## src/hw/lem_defines.svh

```systemverilog
// constants for the laser emission mode control block
`ifndef LEM_DEFINES_SVH
`define LEM_DEFINES_SVH
`define LEM_ADDR_CMD      6'h00
`define LEM_ADDR_CFG      6'h01
`define LEM_ADDR_STATUS   6'h02
`define LEM_ADDR_CLR      6'h03
`define LEM_CMD_EM_ON     0
`define LEM_CMD_EM_OFF    1
`define LEM_CMD_GB_ON     2
`define LEM_CMD_GB_OFF    3
`define LEM_CMD_EXT_EN    4
`define LEM_CMD_EXT_DIS   5
`define LEM_CMD_AN_EN     6
`define LEM_CMD_AN_DIS    7
`define LEM_CFG_PWR_LSB   0
`define LEM_CFG_PROG_LSB  8
`define LEM_CFG_RESET     32'h0000_0000
`define LEM_GB_DELAY_MS   10
`define LEM_CLK_MHZ       100
`define LEM_GB_DELAY_CYC  (`LEM_GB_DELAY_MS * 1000 * `LEM_CLK_MHZ)
`endif

```

## src/hw/lem_pkg.sv

```systemverilog
// types shared by the laser emission mode control block
package lem_pkg;
	// discrete inputs from the machine control board and key switch
	typedef struct packed {
		logic       remote_mode;
		logic       remote_enable_input;
		logic       remote_emission_gate;
		logic       emission_source_select;
		logic       guide_beam_input;
		logic       analog_power_select;
		logic [6:0] program_number_inputs;
		logic       main_power_request;
		logic       modulation_positive;
		logic       modulation_negative;
	} lem_pins_s;
	// one-cycle command pulses decoded from the command register
	typedef struct packed {
		logic an_dis;
		logic an_en;
		logic ext_dis;
		logic ext_en;
		logic gb_off;
		logic gb_on;
		logic em_off;
		logic em_on;
	} lem_cmd_s;
	typedef enum logic [1:0] {LEM_IDLE, LEM_RUN} lem_prog_e;
endpackage : lem_pkg

```

## src/hw/lem_top.sv

```systemverilog
// laser emission mode control: source selection and emission gating
//
// What this block does, and what it expects of the far side
// external control: emission follows modulation pin difference
// internal control: emission on/off commands switch emission
// local mode: guide beam only by commands
// guide beam changes at least 10ms after request
// ready refused while guide beam is on
// local mode: nonzero program number means programming
// internal programming: emission-on command starts waveform
// internal programming: emission-off command aborts immediately
// external programming: modulation rise starts, fall aborts
// remote: analog port sets power when selected and the program pins are zero
// remote: analog select low uses percentage command
// remote: source select high means command emission
// remote: source select low uses modulation and gate
// remote: source select high, guide beam by commands
// remote: source select low, guide follows input
// remote: nonzero program pins, gate-driven programming
// far side holds modulation longer than program
// early trigger fall (modulation, or the gate pin in remote) flags abnormal termination
// analog and external selections survive power cycles
// far side waits for ready before gating emission
// local mode: enable/disable commands set external control
// discrete inputs pass two synchroniser flops
`timescale 1ns/1ps
`include "lem_defines.svh"
module lem_top #(
	parameter int unsigned GB_DELAY_CYC = `LEM_GB_DELAY_CYC,
	parameter int unsigned PROG_W       = 7
) (
	input  wire logic               mclk,
	input  wire logic               resetn,
	input  wire logic               hsel,
	input  wire logic [7:0]         haddr,
	input  wire logic [1:0]         htrans,
	input  wire logic               hwrite,
	input  wire logic [2:0]         hsize,
	input  wire logic [31:0]        hwdata,
	input  wire logic               hready,
	output logic                    hreadyout,
	output logic                    hresp,
	output logic [31:0]             hrdata,
	input  wire lem_pkg::lem_pins_s pins,
	input  wire logic [7:0]         analog_level,
	input  wire logic               waveform_done,
	input  wire logic               retained_ext_mode,
	input  wire logic               retained_analog_mode,
	output logic                    persist_ext_mode,
	output logic                    persist_analog_mode,
	output logic                    emission,
	output logic                    guide_beam,
	output logic                    ready_permit,
	output logic [7:0]              power_setpoint,
	output logic                    power_from_analog,
	output logic                    waveform_run,
	output logic [6:0]              program_number,
	output logic                    abnormal_stop
);
	import lem_pkg::*;

	lem_pins_s  sync1_q;
	lem_pins_s  sync2_q;
	lem_cmd_s   cmd;
	logic       dph_q;
	logic       dwr_q;
	logic [5:0] dadr_q;
	logic [31:0] cfg_q;
	logic [31:0] rdata_q;
	logic       ext_mode_q;
	logic       analog_mode_q;
	logic       restore_q;
	logic       em_cmd_q;
	logic       gb_cmd_q;
	logic       gb_q;
	logic [19:0] gb_cnt_q;
	logic       trig_q;
	logic       abn_q;
	logic       clr_abn;
	lem_prog_e  prog_q;
	logic       remote;
	logic       rem_en;
	logic       pins_zero;
	logic       prog_mode;
	logic       ext_ctrl;
	logic       analog_sel;
	logic       mod_level;
	logic       trig;
	logic       trig_rise;
	logic       trig_fall;
	logic       start;
	logic       abort;
	logic       gb_target;
	logic       cmd_path;

	// two flops on every discrete input before anything decodes them
	always_ff @(posedge mclk) begin
		if (!resetn) begin
			sync1_q <= '0;
			sync2_q <= '0;
		end else begin
			sync1_q <= pins;
			sync2_q <= sync1_q;
		end
	end

	// ahb-lite address phase capture; zero wait states, always okay
	always_ff @(posedge mclk) begin
		if (!resetn) begin
			dph_q  <= 1'b0;
			dwr_q  <= 1'b0;
			dadr_q <= '0;
		end else if (hready) begin
			dph_q  <= hsel && htrans[1];
			dwr_q  <= hsel && htrans[1] && hwrite;
			dadr_q <= haddr[7:2];
		end
	end
	assign hreadyout = 1'b1;
	assign hresp     = 1'b0;

	// command writes become one-cycle pulses in the data phase
	always_comb begin
		cmd = '0;
		if (dph_q && dwr_q && dadr_q == `LEM_ADDR_CMD) begin
			cmd = hwdata[7:0];
		end
	end
	assign clr_abn = dph_q && dwr_q && dadr_q == `LEM_ADDR_CLR && hwdata[0];

	// configuration: power percentage and local program number
	always_ff @(posedge mclk) begin
		if (!resetn) begin
			cfg_q <= `LEM_CFG_RESET;
		end else if (dph_q && dwr_q && dadr_q == `LEM_ADDR_CFG) begin
			cfg_q <= hwdata & 32'h0000_7F7F;
		end
	end

	// read data is prepared in the address phase so it comes from a flop
	always_ff @(posedge mclk) begin
		if (!resetn) begin
			rdata_q <= '0;
		end else if (hready && hsel && htrans[1] && !hwrite) begin
			case (haddr[7:2])
				// forward a configuration write still in its data phase
				`LEM_ADDR_CFG:    rdata_q <= (dph_q && dwr_q && dadr_q == `LEM_ADDR_CFG)
					? (hwdata & 32'h0000_7F7F) : cfg_q;
				`LEM_ADDR_STATUS: rdata_q <= {22'h0, abn_q, waveform_run,
					prog_mode, power_from_analog, ext_ctrl, remote,
					ready_permit, gb_target, guide_beam, emission};
				default:          rdata_q <= 32'h0000_0000;
			endcase
		end
	end
	assign hrdata = rdata_q;

	// mode decode: local mode uses software state, remote uses pins
	assign remote     = sync2_q.remote_mode;
	assign rem_en     = sync2_q.remote_enable_input;
	assign pins_zero  = sync2_q.program_number_inputs == '0;
	assign prog_mode  = remote ? (rem_en && !pins_zero)
		: (cfg_q[`LEM_CFG_PROG_LSB +: PROG_W] != '0);
	assign ext_ctrl   = remote ? (rem_en && !sync2_q.emission_source_select)
		: ext_mode_q;
	assign analog_sel = remote ? (rem_en && sync2_q.analog_power_select && pins_zero)
		: analog_mode_q;
	assign cmd_path   = !remote || !rem_en || sync2_q.emission_source_select;

	// differential modulation: on when positive is high and negative low
	assign mod_level = sync2_q.modulation_positive && !sync2_q.modulation_negative;

	// restore saved selections once, the cycle after reset releases
	always_ff @(posedge mclk) begin
		if (!resetn) begin
			restore_q     <= 1'b1;
			ext_mode_q    <= 1'b0;
			analog_mode_q <= 1'b0;
		end else begin
			restore_q <= 1'b0;
			if (restore_q) begin
				ext_mode_q    <= retained_ext_mode;
				analog_mode_q <= retained_analog_mode;
			end else begin
				if (cmd.ext_en && !remote) ext_mode_q <= 1'b1;
				else if (cmd.ext_dis && !remote) ext_mode_q <= 1'b0;
				if (cmd.an_en && !remote) analog_mode_q <= 1'b1;
				else if (cmd.an_dis && !remote) analog_mode_q <= 1'b0;
			end
		end
	end
	// the storage outside keeps these across power loss
	assign persist_ext_mode    = ext_mode_q;
	assign persist_analog_mode = analog_mode_q;

	// internal emission latch; off wins if both arrive together
	always_ff @(posedge mclk) begin
		if (!resetn) begin
			em_cmd_q <= 1'b0;
		end else if (cmd.em_off || ext_ctrl) begin
			em_cmd_q <= 1'b0;
		end else if (cmd.em_on) begin
			em_cmd_q <= 1'b1;
		end
	end

	// guide beam request from commands, or from the pin in remote external
	always_ff @(posedge mclk) begin
		if (!resetn) begin
			gb_cmd_q <= 1'b0;
		end else if (cmd.gb_off) begin
			gb_cmd_q <= 1'b0;
		end else if (cmd.gb_on) begin
			gb_cmd_q <= 1'b1;
		end
	end
	assign gb_target = (remote && rem_en && !sync2_q.emission_source_select)
		? sync2_q.guide_beam_input : gb_cmd_q;

	// the beam module is slow to answer, so a change waits out the delay
	always_ff @(posedge mclk) begin
		if (!resetn) begin
			gb_q     <= 1'b0;
			gb_cnt_q <= '0;
		end else if (gb_target == gb_q) begin
			gb_cnt_q <= '0;
		end else if (gb_cnt_q == 20'(GB_DELAY_CYC - 1)) begin
			gb_q     <= gb_target;
			gb_cnt_q <= '0;
		end else begin
			gb_cnt_q <= gb_cnt_q + 20'h00001;
		end
	end
	assign guide_beam = gb_q;

	// ready only while main power is requested and the beam is dark
	assign ready_permit = sync2_q.main_power_request && !gb_q;

	// program trigger: gate pin in remote, modulation if external
	assign trig      = remote ? sync2_q.remote_emission_gate : mod_level;
	assign trig_rise = trig && !trig_q;
	assign trig_fall = !trig && trig_q;
	assign start = prog_mode && (ext_ctrl || remote ? trig_rise : cmd.em_on);
	assign abort = (ext_ctrl || remote) ? trig_fall : cmd.em_off;

	// waveform run state
	always_ff @(posedge mclk) begin
		if (!resetn) begin
			trig_q <= 1'b0;
			prog_q <= LEM_IDLE;
		end else begin
			trig_q <= trig;
			case (prog_q)
				LEM_IDLE: if (start) prog_q <= LEM_RUN;
				LEM_RUN:  if (abort || waveform_done || !prog_mode) prog_q <= LEM_IDLE;
				default:  prog_q <= LEM_IDLE;
			endcase
		end
	end
	assign waveform_run = prog_q == LEM_RUN;

	// early fall of the trigger while running is reported; set beats clear
	always_ff @(posedge mclk) begin
		if (!resetn) begin
			abn_q <= 1'b0;
		end else if (waveform_run && trig_fall && !waveform_done && (ext_ctrl || remote)) begin
			abn_q <= 1'b1;
		end else if (clr_abn) begin
			abn_q <= 1'b0;
		end
	end
	assign abnormal_stop = abn_q;

	// emission selection; remote external also needs the gate pin
	always_comb begin
		if (prog_mode) begin
			emission = waveform_run;
		end else if (ext_ctrl) begin
			emission = remote ? (mod_level && sync2_q.remote_emission_gate)
				: mod_level;
		end else begin
			emission = cmd_path && em_cmd_q;
		end
	end

	// power setpoint from analog port or percentage field
	assign power_from_analog = analog_sel;
	assign power_setpoint = analog_sel ? analog_level
		: {1'b0, cfg_q[`LEM_CFG_PWR_LSB +: 7]};
	assign program_number = remote ? sync2_q.program_number_inputs
		: cfg_q[`LEM_CFG_PROG_LSB +: PROG_W];
endmodule : lem_top

```

## config.mk

```make
export PLATFORM = sky130hd
export DESIGN_NAME = lem_top
export DESIGN_NICKNAME = d
export VERILOG_FILES = /design/src/hw/lem_pkg.sv /design/src/hw/lem_top.sv
export VERILOG_INCLUDE_DIRS = /design/src /design/src/hw
export SDC_FILE = /design/constraint.sdc
export NUM_CORES = 1
export LEC_CHECK = 0
export ABC_CLOCK_PERIOD_IN_PS = 3000
export BUFFER_PORTS_ARGS = -buffer_cell sky130_fd_sc_hd__buf_2
export CELL_PAD_IN_SITES_DETAIL_PLACEMENT = 0
export CELL_PAD_IN_SITES_GLOBAL_PLACEMENT = 1
export CORE_MARGIN = 5
export CORE_UTILIZATION = 42
export CTS_CLUSTER_DIAMETER = 30
export DETAILED_ROUTE_END_ITERATION = 7
export PLACE_DENSITY_LB_ADDON = 0.1
export SYNTH_ARGS = -nofsm -noshare
export SYNTH_HDL_FRONTEND = slang
export SYNTH_SLANG_ARGS = --single-unit
```

## constraint.sdc

```tcl
create_clock -name mclk -period 3 [get_ports mclk]
set_clock_uncertainty 0.1 [all_clocks]
set_input_delay 0.15 -clock mclk [delete_from_list [all_inputs] [get_ports mclk]]
set_output_delay 0.15 -clock mclk [all_outputs]
set_load 0.02 [all_outputs]
```

==> results.sh <==
export IMPL_max_h_tree_level=4
export IMPL_fillerInstances=1004
export IMPL_crit_fanout=7
export IMPL_grt_busiest_layer="met2"
export IMPL_postCtsSetupBuffers=0
export IMPL_seq_area_frac_synth_pct=54.5
export IMPL_routabilityCongestion=0.767
export IMPL_port_buffers=108
export IMPL_cpLargestDelayFamily="simple AND/OR/NAND/NOR gates"
export IMPL_drtAntennaViolNets=0
export IMPL_worst_slew_pin_slew_ps=733
export IMPL_syn2layout_area_growth_pct=34.6
export IMPL_powerDensity_nw_per_um2=607
export IMPL_synth_enable_flop_cells=0
export IMPL_post_synth_top_count_cell="dfxtp_1"
export IMPL_critPathKind="reg -> out"
export IMPL_peakVddDrop_uv=366
export IMPL_required_time_of_the_critical_path_ps=2750
export IMPL_synth_area_per_cell_sq_um=10.3
export IMPL_drive_gt1_share_pct=26.6
export IMPL_ctsLongestPathBuffers=2
export IMPL_global_route_usage_met3_pct=5.14
export IMPL_drt_wl_total_microns=11900
export IMPL_core_area_sq_um=11400
export IMPL_synth_cells_most_frequent="dfxtp_1, nor2_1, and2_1"
export IMPL_synthesis_area_sq_um=4880
export IMPL_wire_length_of_the_first_global_routing_pass_microns=19600
export IMPL_dr_first_iter_drc_count=192
export IMPL_gr_usage_met1_pct=23.0
export IMPL_cp_arrival_ps=2350
export IMPL_cts_root_buffer="clkbuf_16"
export IMPL_fraction_of_post_synthesis_cell_area_in_the_top_cell_type_by_area_pct=54.5
export IMPL_ys_types=54
export IMPL_globalRouteOverflowTotal=0
export IMPL_dp_hpwl_microns=8180
export IMPL_fin_crit_ps=2600
export IMPL_detail_route_first_pass_iterations=4
export IMPL_antenna_cells=0
export IMPL_post_route_drc_count=0
export IMPL_finish_net_count=708
export IMPL_dieArea_sq_um=13900
export IMPL_tritoncts="yes"
export IMPL_grt_antenna_before_repair=0
export IMPL_critPathSlowestCell="or4_1"
export IMPL_finalMaxSlewViolations=0
export IMPL_outcome="finished, final reports clean"
export IMPL_clock_sinks=133
export IMPL_globalRouteMet2Util_pct=26.8
export IMPL_path_depth=6
export IMPL_route_detailed_vias_per_inst=4.92
export IMPL_pin_count_of_the_biggest_net_entering_global_routing=60
export IMPL_synth_largest_area_cell="dfxtp_1"
export IMPL_fin_setup_tns_ps=0
export IMPL_finalHoldWorstSlack_ps=41.0
export IMPL_synthFlopType="dfxtp_1"
export IMPL_numCtsBuffers=17
export IMPL_synth_async_reset_ratio_pct=0
export IMPL_via_count_of_the_first_global_routing_pass=3894
export IMPL_clk_transition_reported_paths_ps=60
export IMPL_synth_area_leaders="dfxtp_1, a22o_1, mux2i_1, and2_1, nor2_1"
export IMPL_track_usage_pct=17.3
export IMPL_p_leak_nw=2.93
export IMPL_worst_hold_path_type="in -> reg"
export IMPL_crit_chain="or4_1 > nor4_4 > a22oi_2 > buf_4 > mux2_2 > buf_2"
export IMPL_min_period_over_period_pct=86.6
export IMPL_holdPathStages=3
export IMPL_critical_path_capture_point_type="primary output"
export IMPL_synth_yosys_warnings=0
export IMPL_detail_route_wl_per_cell_microns=15.2
export IMPL_syn_instance_count=474
export IMPL_utilization_pct=57.6
export IMPL_setup_repair_after_global_routing_missed_its_margin="no"
export IMPL_fmax_mhz=385
export IMPL_dieWidth_microns=118
export IMPL_route_vias_total=3865
export IMPL_worstRegToRegCells=6
export IMPL_timing_final_setup_violations=0
export IMPL_postSynthRegisterBits=133
export IMPL_synth_nets=552
export IMPL_cp_num_buf_inv=2
export IMPL_crit_path_start_kind="register"
export IMPL_final_hold_viol_count=0
export IMPL_worstSkewPairLatency_ps=410
export IMPL_slew_limit_headroom_pct=51.1
export IMPL_floorplan_die_height_microns=118
export IMPL_io_pin_count=134
export IMPL_post_layout_total_power_mw=3.99
export IMPL_placement_rows=39
export IMPL_maxCapViolations=0
export IMPL_worst_path_largest_cell_delay_ps=570
export IMPL_initial_core_util_pct=42.8
sequential cells by signal (all words and copies together) (netlist names):
register / cells
rem_en: 1
trig_q: 1
prog_q: 1
sync1_q: 16
dadr_q: 6
sync2_q: 14
dph_q: 1
remote: 1
gb_cmd_q: 1
hrdata: 32
dwr_q: 1
persist_ext_mode: 1
em_cmd_q: 1
cfg_q: 32
persist_analog_mode: 1
restore_q: 1
guide_beam: 1
abnormal_stop: 1
gb_cnt_q: 20
where the power goes:
group          switching, mW  internal, mW
Sequential            0.0164          1.80
Clock                  0.751          1.22
Combinational         0.0972         0.110
Total                  0.864          3.12
layout by cell type (no fill, tap or decap), drive strengths merged, types with 4 or more instances in the layout:
cell type and n:
and3 22, inv 9, mux2 15, a22oi 7
dlygate4sd3 46, o21ai 8, xor2 8, mux2i 21
nand4 5, a22o 25, dfxtp 133, o2bb2ai 4
nand2 18, clkbuf 19, a21oi 14, clkinv 7
buf 117, nand3 12, xnor2 11, nor2 54
nor4 8, and2 34, or4 5
routing by layer:
metal	vias up	wire (microns)
li1	1969	-
met3	14	624
met5	-	0
met2	99	5460
met1	1783	5640
met4	0	174
through the flow:
stage	cells	cell area, sq um	setup slack, ps
floorplan	474	4880	1030
global route	785	6570	242
detailed placement	708	5550	634
global placement	708	5550	658
finish	785	6570	401
CTS	785	6570	154
tightest hold or removal path: stages:
cell      delay (ps)
buf_2            110
clkinv_1         180
a21oi_1           60
area by class of cell:
class	instances	area, sq um	area share, %
clock inverter	12	133	2.02
timing repair buffer	163	1070	16.3
inverter	9	33.8	0.514
tap	143	179	2.72
multi-input combinational	306	2060	31.4
sequential	133	2660	40.5
clock buffer	19	433	6.59
repair_timing:
action / 4_1_cts / 5_1_grt
endpoints found under the hold margin: 44 / 0
setup endpoints to repair: 0 / 4
hold buffers: 46 / 0
gates resized for setup: 0 / 1
final timing paths:
path / from / end / slack, ps
min: resetn / dwr_q / 40
min reg2reg: sync1_q[6] / sync2_q[6] / 330
max reg2reg: dadr_q[2] / em_cmd_q / 670
max: sync2_q[6] / power_setpoint[0] / 400
cells by family (layout without fill, tap and decap cells):
group,after synthesis,in the layout,synth area share (%)
other,2,2,0.154
AO/OA/AOI/OAI,73,73,11.2
adder cells (fa/ha/maj),1,1,0.256
AND/OR/NAND/NOR,175,175,19.5
multiplexers,36,36,7.76
XOR/XNOR,19,19,3.41
flip-flops,133,133,54.5
buffers and inverters,35,203,3.23
(Power assumes the default switching activity.)
